==> config.mk <==
export PLATFORM = sky130hd
export DESIGN_NAME = srs_sequencer
export DESIGN_NICKNAME = d
export VERILOG_FILES = /design/src/srs_pkg.sv /design/src/srs_gpr_mem.sv /design/src/srs_sequencer.sv
export SDC_FILE = /design/constraint.sdc
export NUM_CORES = 1
export LEC_CHECK = 0
export BUFFER_PORTS_ARGS = -buffer_cell sky130_fd_sc_hd__buf_2
export CAP_MARGIN = 0
export CORE_MARGIN = 2
export CORE_UTILIZATION = 50
export CTS_CLUSTER_DIAMETER = 30
export DETAILED_ROUTE_END_ITERATION = 10
export HOLD_SLACK_MARGIN = 0.02
export PLACE_DENSITY_LB_ADDON = 0.2
export SYNTH_ARGS = -nofsm -noshare
export SYNTH_HDL_FRONTEND = slang
export SYNTH_SLANG_ARGS = --single-unit
==> constraint.sdc <==
create_clock -name pclk -period 3.89 [get_ports pclk]
set_input_delay 0 -clock pclk [delete_from_list [all_inputs] [get_ports pclk]]
set_output_delay 0 -clock pclk [all_outputs]
set_load 0.1 [all_outputs]
==> src/srs_pkg.sv <==
`default_nettype none
package srs_pkg;
  // ****************************************************************
  // register map
  // ****************************************************************
  localparam logic [7:0] SRS_ADDR_WAIT_SEL = 8'h00;
  localparam logic [7:0] SRS_ADDR_CTRL = 8'h04;
  localparam logic [7:0] SRS_ADDR_STATUS = 8'h08;
  localparam logic [7:0] SRS_ADDR_CORE = 8'h0C;
  localparam logic [7:0] SRS_ADDR_BANK = 8'h10;
  localparam logic [3:0] SRS_WAIT_SEL_RST = 4'h0;
  localparam int SRS_CTRL_IME_BIT = 0;
  localparam int SRS_PCC_STOP_BIT = 3;
  localparam int SRS_PCC_HALT_BIT = 2;
  localparam int SRS_RBE_BIT = 6;
  localparam int SRS_MBE_BIT = 7;
  localparam int SRS_PC_HI_W = 6;
  // ****************************************************************
  // wait codes (low three bits of the wait select)
  // ****************************************************************
  localparam logic [2:0] SRS_WS_20A = 3'h0;
  localparam logic [2:0] SRS_WS_20B = 3'h1;
  localparam logic [2:0] SRS_WS_17 = 3'h3;
  localparam logic [2:0] SRS_WS_15 = 3'h5;
  localparam logic [2:0] SRS_WS_13 = 3'h7;
  // ****************************************************************
  // timing
  // ****************************************************************
  localparam int SRS_CLK_PERIOD_NS = 100;
  localparam int SRS_RESET_WAIT_NS = 31300000;
  localparam int SRS_RESET_WAIT_CYC = (SRS_RESET_WAIT_NS + SRS_CLK_PERIOD_NS - 1) / SRS_CLK_PERIOD_NS;
  localparam int SRS_WAKE_INSTR = 2;
  localparam logic [13:0] SRS_PMEM_HI = 14'h0000;
  localparam logic [13:0] SRS_PMEM_LO = 14'h0001;
  // ****************************************************************
  // types
  // ****************************************************************
  typedef enum logic [7:0] {
    SRS_RST_WAIT = 8'h01,
    SRS_FETCH_HI = 8'h02,
    SRS_FETCH_LO = 8'h04,
    SRS_RUN = 8'h08,
    SRS_HALT = 8'h10,
    SRS_STOP_OSC = 8'h20,
    SRS_STOP_WAIT = 8'h40,
    SRS_WAKE_RUN = 8'h80
  } srs_state_t;
  typedef struct packed {
    logic [13:0] pc;
    logic register_bank_enable;
    logic memory_bank_enable;
    logic [2:0] skip_flags;
    logic [1:0] irq_status_bits;
    logic [3:0] memory_bank_select;
    logic [3:0] register_bank_select;
  } srs_core_t;
endpackage
`default_nettype wire

==> src/srs_gpr_mem.sv <==
`timescale 1ns/1ps
`default_nettype none
// general register store: no reset, contents survive any reset
module srs_gpr_mem #(
  parameter int WIDTH = 4,
  parameter int DEPTH = 8,
  parameter int AW = 3
) (
  // clock
  input wire logic pclk,
  // access
  input wire logic wr_en,
  input wire logic [AW-1:0] addr,
  input wire logic [WIDTH-1:0] wdata,
  output logic [WIDTH-1:0] rdata_ff
);
  logic [WIDTH-1:0] mem [DEPTH];

  initial begin
    if (DEPTH > (1 << AW)) $error("srs_gpr_mem: DEPTH exceeds address range");
  end

  always_ff @(posedge pclk) begin
    if (wr_en) begin
      mem[addr] <= wdata;
    end
  end

  always_ff @(posedge pclk) begin
    rdata_ff <= mem[addr];
  end
endmodule
`default_nettype wire

==> src/srs_sequencer.sv <==
// Our own choices: the APB interface to the registers and the address map.
`timescale 1ns/1ps
`default_nettype none
// Operation
// - Leave STOP or HALT on reset input or an enabled interrupt request.
// - STOP entry sets clock control bit 3; HALT entry sets bit 2.
// - STOP settling wait counts only after oscillation restarts, start-up added.
// - Interrupt STOP release takes wait length from wait-select low three bits.
// - Reset release from standby runs the ordinary reset sequence.
// - Interrupt wake with master enable 0 resumes in line, no vector.
// - In that case the waking request flag is kept set.
// - Interrupt wake with master enable 1 runs two instructions, then vectors.
// - Watch-timer or testable-input wake never vectors; resume in line, keep flag.
// - After reset release hold execution about 31.3 ms before first fetch.
// - Reset loads PC 13:8 from word 0 low six bits, 7:0 from word 1.
// - Reset copies word 0 bit 6 to register bank enable, bit 7 to memory.
// - Any reset clears the three skip flags.
// - Any reset clears both interrupt status bits.
// - Reset in standby keeps general registers; in operation they are undefined.
// - Any reset clears memory and register bank select.
module srs_sequencer
  import srs_pkg::*;
#(
  parameter int NIRQ = 4,
  parameter int CNT_W = 21,
  parameter int RESET_WAIT = SRS_RESET_WAIT_CYC,
  parameter int WAIT_20 = 1 << 20,
  parameter int WAIT_17 = 1 << 17,
  parameter int WAIT_15 = 1 << 15,
  parameter int WAIT_13 = 1 << 13
) (
  // apb
  input wire logic pclk,
  input wire logic presetn,
  input wire logic psel,
  input wire logic penable,
  input wire logic pwrite,
  input wire logic [7:0] paddr,
  input wire logic [31:0] pwdata,
  output logic [31:0] prdata_ff,
  output logic pready_ff,
  output logic pslverr_ff,
  // pins
  input wire logic ext_reset_n,
  input wire logic osc_running,
  output logic osc_stop_ff,
  // interrupt sources
  input wire logic [NIRQ-1:0] irq_req,
  input wire logic [NIRQ-1:0] irq_en,
  input wire logic watch_timer_request,
  input wire logic watch_timer_en,
  input wire logic testable_input_request,
  input wire logic testable_input_en,
  output logic irq_flag_hold_ff,
  // cpu
  input wire logic stop_exec,
  input wire logic halt_exec,
  input wire logic instr_done,
  output logic cpu_run_ff,
  output logic vector_take_ff,
  output logic resume_inline_ff,
  output logic [3:0] processor_clock_control_ff,
  output srs_core_t core_ff,
  input wire logic gpr_wr,
  input wire logic [2:0] gpr_addr,
  input wire logic [3:0] gpr_wdata,
  output logic [3:0] gpr_rdata_ff,
  output logic gpr_valid_ff,
  // program memory
  output logic pmem_rd_ff,
  output logic [13:0] pmem_addr_ff,
  input wire logic [7:0] pmem_rdata
);
  // ****************************************************************
  // checks and declarations
  // ****************************************************************
  initial begin
    if (CNT_W < 2 || CNT_W > 31) $error("srs_sequencer: CNT_W out of range");
    if (WAIT_20 >= (1 << CNT_W) || RESET_WAIT >= (1 << CNT_W)) $error("srs_sequencer: CNT_W too small");
    if (WAIT_13 < 1 || RESET_WAIT < 1) $error("srs_sequencer: wait counts must be positive");
  end

  srs_state_t state_ff;
  logic [1:0] rst_sync_ff, osc_sync_ff;
  logic [3:0] standby_wait_select_ff;
  logic master_irq_enable_ff;
  logic [CNT_W-1:0] wait_cnt_ff, wait_target;
  logic fetch_ph_ff, vect_pend_ff, instr_cnt_ff;
  logic rst_pin, osc_ok, wake, vect_wake, ws_stop;
  logic apb_acc, apb_wr;

  // ****************************************************************
  // pin synchronisers
  // ****************************************************************
  always_ff @(posedge pclk or negedge presetn) begin
    if (!presetn) begin
      rst_sync_ff <= 2'h0;
      osc_sync_ff <= 2'h0;
    end else begin
      rst_sync_ff <= {rst_sync_ff[0], ext_reset_n};
      osc_sync_ff <= osc_stop_ff ? 2'h0 : {osc_sync_ff[0], osc_running};
    end
  end
  assign rst_pin = !rst_sync_ff[1];
  assign osc_ok = osc_sync_ff[1];

  // ****************************************************************
  // wake decode
  // ****************************************************************
  assign vect_wake = |(irq_req & irq_en);
  assign wake = vect_wake || (watch_timer_request && watch_timer_en) ||
                (testable_input_request && testable_input_en);

  always_comb begin
    unique case (standby_wait_select_ff[2:0])
      SRS_WS_17: wait_target = CNT_W'(WAIT_17 - 1);
      SRS_WS_15: wait_target = CNT_W'(WAIT_15 - 1);
      SRS_WS_13: wait_target = CNT_W'(WAIT_13 - 1);
      default: wait_target = CNT_W'(WAIT_20 - 1);
    endcase
  end
  assign ws_stop = (state_ff == SRS_STOP_OSC) || (state_ff == SRS_STOP_WAIT);

  // ****************************************************************
  // sequencer
  // ****************************************************************
  always_ff @(posedge pclk or negedge presetn) begin
    if (!presetn) begin
      state_ff <= SRS_RST_WAIT;
      wait_cnt_ff <= '0;
      fetch_ph_ff <= 1'b0;
      vect_pend_ff <= 1'b0;
      instr_cnt_ff <= 1'b0;
      processor_clock_control_ff <= 4'h0;
      osc_stop_ff <= 1'b0;
      cpu_run_ff <= 1'b0;
      vector_take_ff <= 1'b0;
      resume_inline_ff <= 1'b0;
      irq_flag_hold_ff <= 1'b0;
      pmem_rd_ff <= 1'b0;
      pmem_addr_ff <= SRS_PMEM_HI;
    end else begin
      vector_take_ff <= 1'b0;
      resume_inline_ff <= 1'b0;
      pmem_rd_ff <= 1'b0;
      if (rst_pin) begin
        state_ff <= SRS_RST_WAIT;
        wait_cnt_ff <= '0;
        processor_clock_control_ff <= 4'h0;
        osc_stop_ff <= 1'b0;
        cpu_run_ff <= 1'b0;
        irq_flag_hold_ff <= 1'b0;
      end else begin
        unique case (state_ff)
          SRS_RST_WAIT: begin
            if (osc_ok) begin
              if (wait_cnt_ff == CNT_W'(RESET_WAIT - 1)) begin
                state_ff <= SRS_FETCH_HI;
                wait_cnt_ff <= '0;
                pmem_rd_ff <= 1'b1;
                pmem_addr_ff <= SRS_PMEM_HI;
                fetch_ph_ff <= 1'b0;
              end else begin
                wait_cnt_ff <= wait_cnt_ff + CNT_W'(1);
              end
            end
          end
          SRS_FETCH_HI: begin
            fetch_ph_ff <= !fetch_ph_ff;
            if (fetch_ph_ff) begin
              state_ff <= SRS_FETCH_LO;
              pmem_rd_ff <= 1'b1;
              pmem_addr_ff <= SRS_PMEM_LO;
            end
          end
          SRS_FETCH_LO: begin
            fetch_ph_ff <= !fetch_ph_ff;
            if (fetch_ph_ff) begin
              state_ff <= SRS_RUN;
              cpu_run_ff <= 1'b1;
            end
          end
          SRS_RUN: begin
            irq_flag_hold_ff <= 1'b0;
            if (stop_exec) begin
              processor_clock_control_ff[SRS_PCC_STOP_BIT] <= 1'b1;
              state_ff <= SRS_STOP_OSC;
              osc_stop_ff <= 1'b1;
              cpu_run_ff <= 1'b0;
            end else if (halt_exec) begin
              processor_clock_control_ff[SRS_PCC_HALT_BIT] <= 1'b1;
              state_ff <= SRS_HALT;
              cpu_run_ff <= 1'b0;
            end
          end
          SRS_HALT: begin
            if (wake) begin
              processor_clock_control_ff[SRS_PCC_HALT_BIT] <= 1'b0;
              cpu_run_ff <= 1'b1;
              instr_cnt_ff <= 1'b0;
              if (master_irq_enable_ff && vect_wake) begin
                state_ff <= SRS_WAKE_RUN;
              end else begin
                state_ff <= SRS_RUN;
                resume_inline_ff <= 1'b1;
                irq_flag_hold_ff <= 1'b1;
              end
            end
          end
          SRS_STOP_OSC: begin
            if (wake) begin
              state_ff <= SRS_STOP_WAIT;
              osc_stop_ff <= 1'b0;
              wait_cnt_ff <= '0;
              vect_pend_ff <= master_irq_enable_ff && vect_wake;
            end
          end
          SRS_STOP_WAIT: begin
            if (osc_ok) begin
              if (wait_cnt_ff == wait_target) begin
                processor_clock_control_ff[SRS_PCC_STOP_BIT] <= 1'b0;
                cpu_run_ff <= 1'b1;
                instr_cnt_ff <= 1'b0;
                wait_cnt_ff <= '0;
                if (vect_pend_ff) begin
                  state_ff <= SRS_WAKE_RUN;
                end else begin
                  state_ff <= SRS_RUN;
                  resume_inline_ff <= 1'b1;
                  irq_flag_hold_ff <= 1'b1;
                end
              end else begin
                wait_cnt_ff <= wait_cnt_ff + CNT_W'(1);
              end
            end
          end
          SRS_WAKE_RUN: begin
            if (instr_done) begin
              instr_cnt_ff <= 1'b1;
              if (instr_cnt_ff) begin
                state_ff <= SRS_RUN;
                vector_take_ff <= 1'b1;
              end
            end
          end
        endcase
      end
    end
  end

  // ****************************************************************
  // core state load and clear
  // ****************************************************************
  always_ff @(posedge pclk or negedge presetn) begin
    if (!presetn) begin
      core_ff <= '0;
    end else if (rst_pin) begin
      core_ff.skip_flags <= 3'h0;
      core_ff.irq_status_bits <= 2'h0;
      core_ff.memory_bank_select <= 4'h0;
      core_ff.register_bank_select <= 4'h0;
    end else if (fetch_ph_ff && state_ff == SRS_FETCH_HI) begin
      core_ff.pc[13:8] <= pmem_rdata[SRS_PC_HI_W-1:0];
      core_ff.register_bank_enable <= pmem_rdata[SRS_RBE_BIT];
      core_ff.memory_bank_enable <= pmem_rdata[SRS_MBE_BIT];
    end else if (fetch_ph_ff && state_ff == SRS_FETCH_LO) begin
      core_ff.pc[7:0] <= pmem_rdata;
    end else if (apb_wr && paddr == SRS_ADDR_BANK) begin
      core_ff.skip_flags <= pwdata[2:0];
      core_ff.irq_status_bits <= pwdata[4:3];
      core_ff.memory_bank_select <= pwdata[11:8];
      core_ff.register_bank_select <= pwdata[15:12];
    end
  end

  // ****************************************************************
  // general registers
  // ****************************************************************
  always_ff @(posedge pclk or negedge presetn) begin
    if (!presetn) begin
      gpr_valid_ff <= 1'b0;
    end else if (rst_pin) begin
      if (state_ff == SRS_RUN || state_ff == SRS_WAKE_RUN) begin
        gpr_valid_ff <= 1'b0;
      end
    end else if (gpr_wr && cpu_run_ff) begin
      gpr_valid_ff <= 1'b1;
    end
  end

  srs_gpr_mem #(.WIDTH(4), .DEPTH(8), .AW(3)) u_gpr (
    .pclk(pclk),
    .wr_en(gpr_wr && cpu_run_ff && !rst_pin),
    .addr(gpr_addr),
    .wdata(gpr_wdata),
    .rdata_ff(gpr_rdata_ff)
  );

  // ****************************************************************
  // apb slave, one wait state
  // ****************************************************************
  assign apb_acc = psel && penable && pready_ff;
  assign apb_wr = apb_acc && pwrite;

  always_ff @(posedge pclk or negedge presetn) begin
    if (!presetn) begin
      standby_wait_select_ff <= SRS_WAIT_SEL_RST;
      master_irq_enable_ff <= 1'b0;
    end else if (rst_pin) begin
      standby_wait_select_ff <= SRS_WAIT_SEL_RST;
      master_irq_enable_ff <= 1'b0;
    end else if (apb_wr && paddr == SRS_ADDR_WAIT_SEL) begin
      standby_wait_select_ff <= pwdata[3:0];
    end else if (apb_wr && paddr == SRS_ADDR_CTRL) begin
      master_irq_enable_ff <= pwdata[SRS_CTRL_IME_BIT];
    end
  end

  always_ff @(posedge pclk or negedge presetn) begin
    if (!presetn) begin
      pready_ff <= 1'b0;
      pslverr_ff <= 1'b0;
      prdata_ff <= 32'h0000_0000;
    end else begin
      pready_ff <= psel && penable && !pready_ff;
      pslverr_ff <= 1'b0;
      prdata_ff <= 32'h0000_0000;
      if (psel && penable && !pready_ff) begin
        unique case (paddr)
          SRS_ADDR_WAIT_SEL: prdata_ff <= {28'h0, standby_wait_select_ff};
          SRS_ADDR_CTRL: prdata_ff <= {31'h0, master_irq_enable_ff};
          SRS_ADDR_STATUS: prdata_ff <= {16'h0, state_ff, 3'h0, osc_ok,
                                         processor_clock_control_ff};
          SRS_ADDR_CORE: prdata_ff <= {3'h0, core_ff};
          SRS_ADDR_BANK: prdata_ff <= {16'h0, core_ff.register_bank_select,
                                       core_ff.memory_bank_select, 3'h0,
                                       core_ff.irq_status_bits, core_ff.skip_flags};
          default: pslverr_ff <= 1'b1;
        endcase
      end
    end
  end
endmodule
`default_nettype wire

==> metrics.md, run 1 <==
| Metric | Value |
|---|---|
| Status | finished clean |
| Total GRT Usage | between 20% and 30% |
| Int Pwr | approximately 2.8 mW |
| Relative slew margins | roughly 28% |
| Xor and xnor area share after synthesis | less than 1% |
| Crit. End Element | flop |
| Fill cells | about 1,100 |
| I/O Pins | 170 |
| First-pass GRT wire length | roughly 27,000 microns |
| Largest net degree at the start of global routing | a little over 80 |
| Core area | 13,350 sq um |
| Remaining global-route overflow | 0 |
| Crit path launch | state_ff[6] |
| Post-synthesis adder-cell area fraction | less than 1% |
| Post-Route WL | between 15,000 and 20,000 microns |
| Static Leakage | 3.910 nW |
| Worst-path cell chain | or4_4 -> or3_4 -> or2_1 -> nor2_1 -> nand2_1 -> dlygate4sd3_1 -> a21oi_1 |
| Worst skew pair latency | around 0.42 ns |
| Final RePlAce weighted congestion | slightly below 0.9 |
| Uppermost routed layer | met4 |
| WL/cell | ~17 microns |
| Max-cap violation count | 0 |
| Final nets | about 860 |
| Input/output buffers | about 130 |
| Depth of the CTS H-tree | 4 |
| Hold WC Path Type | input pin to flop |
| Critical Path End | state_ff[4] |
| Drt drc | 0 |
| Crit-path slowest cell | dlygate4sd3_1 |
| Period utilization | between 60% and 70% |
| WL met2 | slightly above 8000 microns |
| CP arrival | around 3.0 ns |
| Req. time, crit path | approximately 4.2 ns |
| Vias per cell | 5.610 |
| Initial antenna violation count | 0 |
| Setup TNS | 0 ns |
| Register-to-register setup slack | 1.22 ns |
| Top cell type's share of synthesized area | 39.88% |
| Synth Area per Inst | 11.21 sq um |
| Detailed Route Iter0 Violations | 351 |
| Compound-gate portion of the synthesized area | around an eighth |
| Die area | 14,760 sq um |
| Final setup vio count | 0 |
| Die Ht | between 100 and 150 microns |
| TritonRoute pass-1 iters | 6 |
| Setup Skew | 0.005013 ns |
| Net Switching | between 0.8 and 0.9 mW |
| CTS tree | done |
| Via count | between 5,000 and 6,000 |
| Sw Share | 23.27% |
| Maximum fanout along the worst path | 8 |
| Tmin final | 2.672 ns |
| Clock transition at path regs | about 0.060 ns |
| Num CTS Buffers | 17 |
| Clock root buffer | clkbuf_16 |
| Die Width | about 120 microns |
| Synth-to-Final Area Change | 24.80% |
| Seq cells post-synth | between 100 and 150 |
| Starting Density | approximately 52% |
| Worst R2R Start | state_ff[6] |
| R2r endpoint | state_ff[4] |
| Largest family of logic cells by synthesized area | simple AND/OR/NAND/NOR gates |
| Logic pwr share | under 10% |
| EDFF count, synth | 32 |
| Worst Hold Depth | 3 |
| Metal3 WL | ~970 microns |
| Clk pwr share | 47.5% |
| Number of global-route vias before repair | approximately 5,300 |
| Simple-Gate Fraction of Synth Area | 17.78% |
| Antenna-violating nets left | 0 |
| Wire length on met1 | between 6000 and 7000 microns |
| Post-Syn Area | 6903 sq um |
| PwrDens | between 400 and 500 nW/um^2 |
| Sequential share of power | 43.8% |
| Primary FF master, synth | dfrtp_1 |
| Final count of hold timing violations | 0 |
| Ys async rst share | 75.51% |
| CTS max path bufs | 2 |
| Layout cell share with drive strength beyond 1 | between 20% and 30% |
| Antenna diodes | 0 |
| Yosys cell types | slightly above 70 |
| Sequential-to-total area share from yosys stat | 55.34% |
| Core Util, Final | approximately 65% |
| Largest cells by area after synthesis | dfrtp_1, edfxtp_1, mux2_2 |
| Achievable Freq | 374.2 MHz |
| Rows | 42 |
| Crit-path max cell delay | 0.55 ns |
| RSZ-0062 raised after global routing | no |
| Critical Path Start Type | flop |
| Syn Inst Count | 616 |
| Post-synthesis mux area share | around 9.7% |
| # Post-CTS Setup Buffers | 0 |
| Clock Sinks | 147 |
| R2R cell count | 7 |
| HPWL after DPL | around 11,000 microns |
| Pins Over Slew Limit | 0 |
| Critical path class | flop to flop |
| Cell taking the most area after synthesis | dfrtp_1 |
| Slew @ Worst Pin | ~1.1 ns |
| Yosys warning count | 0 |
| Worst vdd ir | about 0.28 mV |
[layout by cell type (no fill, tap or decap), types with 4 or more instances in the layout]
master	synthesis	final
nand2b_1	11	11
nor4_1	5	5
dfxtp_1	4	4
clkbuf_16	0	17
edfxtp_1	32	32
dfrtp_1	110	110
o211ai_1	4	4
nand2_1	35	35
inv_1	17	17
nand4b_1	4	4
o21ai_0	21	21
buf_4	21	5
nor2_1	70	70
and3_1	7	7
mux2_2	34	34
bufinv_16	0	5
or4_1	4	4
o2bb2ai_1	9	9
a22oi_1	17	17
dlygate4sd3_1	0	38
a22o_1	6	6
nor3_1	7	7
conb_1	1	18
mux2i_1	15	15
and2_1	20	20
clkinv_2	0	4
nor2b_1	7	7
mux4_2	6	6
clkbuf_1	17	4
nand3_1	29	29
a21oi_1	31	31
buf_2	4	131
nand4_1	7	7
[metal layers]
metal  vias to the layer above  track usage (%)
met2                       218            38.80
met5                         -                0
met3                        23            5.451
met4                         0            8.118
met1                      2670            30.31
li1                       2525                -
[worst max-delay path: cells and delay by family, from the launching register on]
family,cells,cell delay (ns)
and+or+nand+nor,5,1.37
DFF,1,0.46
AOI/OAI and AO/OA,1,0.18
buffers and inverters,1,0.55
[cells in the mapped netlist, drive strengths merged, types with 6 or more instances]
| cell | count |
|---|---|
| edfxtp | 32 |
| buf | 28 |
| nor4 | 8 |
| and3 | 7 |
| mux4 | 6 |
| mux2i | 15 |
| and2 | 20 |
| nand2b | 11 |
| nor2b | 7 |
| o2bb2ai | 9 |
| a21oi | 31 |
| a22oi | 17 |
| nand3 | 30 |
| nand2 | 35 |
| clkbuf | 18 |
| mux2 | 34 |
| dfrtp | 110 |
| inv | 18 |
| nor2 | 71 |
| a22o | 6 |
| nand4 | 8 |
| o21ai | 21 |
| nor3 | 8 |
[power by group through the flow]
stage	registers [mW]	clock network [mW]	logic (mW)
floorplan	1.69	0	0.155
global placement	1.63	0	0.286
detailed placement	1.63	0	0.292
CTS	1.60	1.76	0.321
global route	1.60	1.83	0.341
finish	1.60	1.74	0.320
[cells by family after synthesis]
family,count (synthesis)
other,1
adder cells (fa/ha/maj),1
XOR/XNOR,2
multiplexers,55
flip-flops,147
AO/OA/AOI/OAI,118
buffers and inverters,64
AND/OR/NAND/NOR,228
[registers in the layout (all words and copies together), names as in the netlist, 2 cells and up]
register	flops
core_ff	29
osc_sync_ff	2
prdata_ff	29
processor_clock_control_ff	2
rst_sync_ff	2
standby_wait_select_ff	4
state_ff	8
u_gpr.mem	32
u_gpr.rdata_ff	4
wait_cnt_ff	21
[what timing repair did]
item | in CTS | in global routing
hold endpoints to repair | 159 | 0
hold buffers | 38 | 0
gates resized for setup | 0 | 0
[how the worst min path moves through the flow]
stage,startpoint,end,slack [ns]
2_1_floorplan,presetn,core_ff[0],-0.30
3_3_place_gp,ext_reset_n,rst_sync_ff[0],0.12
3_5_place_dp,ext_reset_n,rst_sync_ff[0],0.12
4_1_cts,paddr[4],pslverr_ff,0.02
5_1_grt,gpr_addr[1],u_gpr.rdata_ff[2],0.06
6_report,paddr[4],pslverr_ff,0.03
[per-stage QoR]
| step | instances | cell area [sq um] | hold WS [ns] | setup WS (ns) | power [mW] |
|---|---|---|---|---|---|
| final | 969 | 8615 | 0.02746 | 1.218 | 3.656 |
| after global routing | 969 | 8615 | 0.06265 | 1.066 | 3.773 |
| after CTS | 969 | 8615 | 0.02165 | 1.223 | 3.684 |
| after detailed placement | 899 | 7607 | 0.1231 | 1.271 | 1.921 |
| after global placement | 899 | 7607 | 0.1227 | 1.335 | 1.914 |
| after floorplan | 633 | 6967 | -0.2956 | 1.719 | 1.847 |
[layout make-up]
class                   count  area [sq um]  area share, %
multi-input cells         422          2806          32.58
well taps                 176         220.2          2.556
inverters                  18         67.56         0.7843
clock buffers              21         440.4          5.113
flip-flops and latches    147          3820          44.34
repair buffers            174          1074          12.46
clock inverters            11         186.4          2.164
Power figures use the tool's default switching activity.
==> run 2, diff against run 1 <==
ABC_AREA = 1   (was default)
clock period = 2.55 ns   (was 3.89 ns; I/O delays follow)
==> run 2 against run 1 <==
Area after synthesis increased by 3.3%. Maximum frequency increased by 19%. Count of clock-buffer cells in the layout decreased by 3. Hold slack improved by 0.018 ns. Clock skew increased by 0.0087 ns. Synthesized cell count increased by 36%. Setup slack got worse by 0.91 ns. Cell area increased by 3.4%. Sequential power increased by 65%. First-iteration DRC count increased by 70%. Non-clock buffer count increased by 1. Register-to-register slack got worse by 0.91 ns. Critical path type unchanged. Highest routed layer is now met5.
==> metrics.md, run 2 <==
| Metric | Value |
|---|---|
| Post-synthesis adder-cell area fraction | 0.1755% |
| Slew @ Worst Pin | roughly 0.87 ns |
| Simple-Gate Fraction of Synth Area | around 25% |
| Top cell type's share of synthesized area | 38.61% |
| Period utilization | between 80% and 90% |
| CTS tree | done |
| Ys async rst share | ~76% |
| Clk pwr share | 38.7% |
| CTS max path bufs | 2 |
| Tmin final | around 2.2 ns |
| TritonRoute pass-1 iters | 5 |
| Static Leakage | between 4 and 5 nW |
| Crit-path max cell delay | about 0.43 ns |
| Via count | 6,223 |
| Synth top cells by count | nand2_1, inv_1, dfrtp_1, nor2_1, o21ai_0 |
| HP Start | paddr[2] |
| Sequential-to-total area share from yosys stat | 53.58% |
| Num CTS Buffers | 17 |
| Clock Sinks | about 150 |
| Critical path class | flop to flop |
| Most frequent cells in the layout | nand2_1, buf_2, inv_1, dfrtp_1, nor2_1 |
| Max FFs per register | 32 |
| Final RePlAce weighted congestion | 0.9816 |
| WL/cell | around 15 microns |
| Hold WC Path Type | input pin to flop |
| Number of global-route vias before repair | ~5,800 |
| Primary FF master, synth | dfrtp_1 |
| Net Switching | roughly 2.3 mW |
| Seq cells post-synth | around 150 |
| Relative slew margins | 41.40% |
| Top Registers | u_gpr.mem (32), core_ff (29), prdata_ff (29) |
| Depth of the CTS H-tree | 4 |
| Yosys warning count | 0 |
| Logic pwr share | roughly a fifth |
| Final setup vio count | 0 |
| Synth-to-Final Area Change | 24.92% |
| PwrDens | 743.8 nW/um^2 |
| Cell taking the most area after synthesis | dfrtp_1 |
| Synth Area per Inst | between 8 and 9 sq um |
| Critical Path Start Type | flop |
| EDFF count, synth | 32 |
| Commonest non-fill, non-tap cell in the layout | nand2_1 |
| Max-cap violation count | 0 |
| Initial antenna violation count | 1 |
| Core area | ~14,000 sq um |
| Register-to-register setup slack | between 0.3 and 0.4 ns |
| # Post-CTS Setup Buffers | 0 |
| Sw Share | about a third |
| Sequential share of power | between 30% and 40% |
| Count leader, synth | nand2_1 |
| Most Frequent Cell on Critical Path | nand2_1 |
| Remaining global-route overflow | 0 |
| Antenna-violating nets left | 0 |
| Pins Over Slew Limit | 0 |
| Post-Route WL | 18,560 microns |
| Die Width | 123.4 microns |
| Input/output buffers | around 130 |
| Clock transition at path regs | 0.06 ns |
| WHS Endpoint | master_irq_enable_ff |
| Starting Density | around half |
| Status | finished clean |
| Detailed Route Iter0 Violations | roughly 600 |
| Post-synthesis mux area share | 0% |
| Setup TNS | 0 ns |
| Final count of hold timing violations | 0 |
| RSZ-0062 raised after global routing | no |
| Worst-path cell chain | nor2_2 -> nand2_1 -> inv_1 -> nand2_1 -> nor2_1 -> nor2_1 -> nand2_1 -> nand2_1 -> inv_1 -> o21ai_0 |
| Drt drc | 0 |
| Crit. End Element | flop |
| Largest net degree at the start of global routing | 67 |
| Total GRT Usage | between 20% and 30% |
| Final nets | ~1,100 |
| Compound-gate portion of the synthesized area | slightly below 10% |
| I/O Pins | 170 |
| Setup Skew | around 0.014 ns |
| Req. time, crit path | about 2.8 ns |
| Achievable Freq | 445.1 MHz |
| Die area | ~15,000 sq um |
| Largest cells by area after synthesis | dfrtp_1, edfxtp_1, nand2_1 |
| HPWL after DPL | 13,040 microns |
| R2r endpoint | core_ff[12] |
| R2R cell count | 10 |
| Power, Total | ~6.6 mW |
| Yosys cell types | 43 |
| Worst Hold Depth | 5 |
| Worst R2R Start | state_ff[4] |
| Worst vdd ir | about 0.67 mV |
| First-pass GRT wire length | approximately 29,000 microns |
| Maximum fanout along the worst path | 21 |
| Die Ht | roughly 120 microns |
| Post-Syn Area | 7129 sq um |
| CP arrival | 2.54 ns |
| Int Pwr | 4.338 mW |
| Syn Inst Count | about 840 |
| Layout cell share with drive strength beyond 1 | between 20% and 30% |
| Most flops, register | u_gpr.mem |
| Crit-path slowest cell | dfrtp_1 |
| Clock root buffer | clkbuf_16 |
| Vias per cell | 5.143 |
| Rows | between 40 and 50 |
| Worst skew pair latency | 0.43 ns |
| Largest family of logic cells by synthesized area | simple AND/OR/NAND/NOR gates |
| Antenna diodes | 0 |
| Xor and xnor area share after synthesis | roughly 1.6% |
==> run 2: critical path, delay by kind of cell (launching register included) <==
| kind | cells | cell delay [ns] |
|---|---|---|
| buf+inv | 2 | 0.38 |
| compound gates | 1 | 0.12 |
| flops | 1 | 0.43 |
| simple gates | 7 | 1.18 |
==> run 2: per-layer routing <==
layer	global-route usage (%)	vias to the layer above	wire length [microns]
li1	-	3056	-
met1	34.40	2905	7969
met2	39.56	226	8746
met5	0	-	11
met3	7.057	34	1404
met4	10.30	2	432
==> run 2: logic make-up (layout without fill, tap and decap cells) <==
kind of cell / after synthesis / in the layout
and+or+nand+nor: 394 / 394
DFF: 147 / 147
AOI/OAI and AO/OA: 121 / 121
buffers and inverters: 162 / 336
other: 1 / 18
xor gates and xnor gates: 13 / 13
adders and majority gates: 1 / 1
==> run 2: final cells by class <==
class / count / area [sq um]
Clock inverter: 14 / 175.2
Timing Repair Buffer: 175 / 1086
Multi-Input combinational cell: 547 / 2686
Clock buffer: 18 / 429.2
Inverter: 129 / 484.2
Sequential cell: 147 / 3820
Tap cell: 180 / 225.2
Fill cell: 1193 / 4975
==> run 2: power by group through the flow <==
stage	Combinational, mW	Clock, mW	Sequential [mW]
6_report	1.42	2.56	2.64
5_1_grt	1.51	2.71	2.66
4_1_cts	1.42	2.59	2.64
3_5_place_dp	1.38	0	2.68
3_3_place_gp	1.37	0	2.68
2_1_floorplan	0.465	0	3.31
==> run 2: per-stage QoR <==
stage	setup WS, ns	instance area [sq um]	hold WS, ns	utilization, %	cells
after floorplan	0.3363	7193	-0.2956	-	856
after global placement	0.1773	7949	0.03390	57.27	1143
after detailed placement	0.09956	7949	0.03608	57.27	1143
after CTS	0.09000	8904	0.02295	64.14	1210
after global routing	0.07739	8906	0.05861	64.16	1210
final	0.3031	8906	0.04514	64.16	1210
==> run 2: worst max-delay path by stage <==
stage | from | to | slack, ns | cells past startpoint
3_5_place_dp | state_ff[2] | wait_cnt_ff[20] | 0.1 | 10
2_1_floorplan | cpu_run_ff | u_gpr.mem[6][0] | 0.34 | 2
4_1_cts | state_ff[2] | wait_cnt_ff[20] | 0.09 | 10
3_3_place_gp | state_ff[2] | wait_cnt_ff[19] | 0.18 | 10
5_1_grt | state_ff[4] | core_ff[12] | 0.08 | 10
6_report | state_ff[4] | core_ff[12] | 0.30 | 10
==> run 2: what timing repair did <==
| item | in CTS | in global routing |
|---|---|---|
| hold buffers | 35 | 0 |
| endpoints found under the setup margin | 0 | 2 |
| hold endpoints to repair | 187 | 0 |
| resized for setup | 0 | 1 |
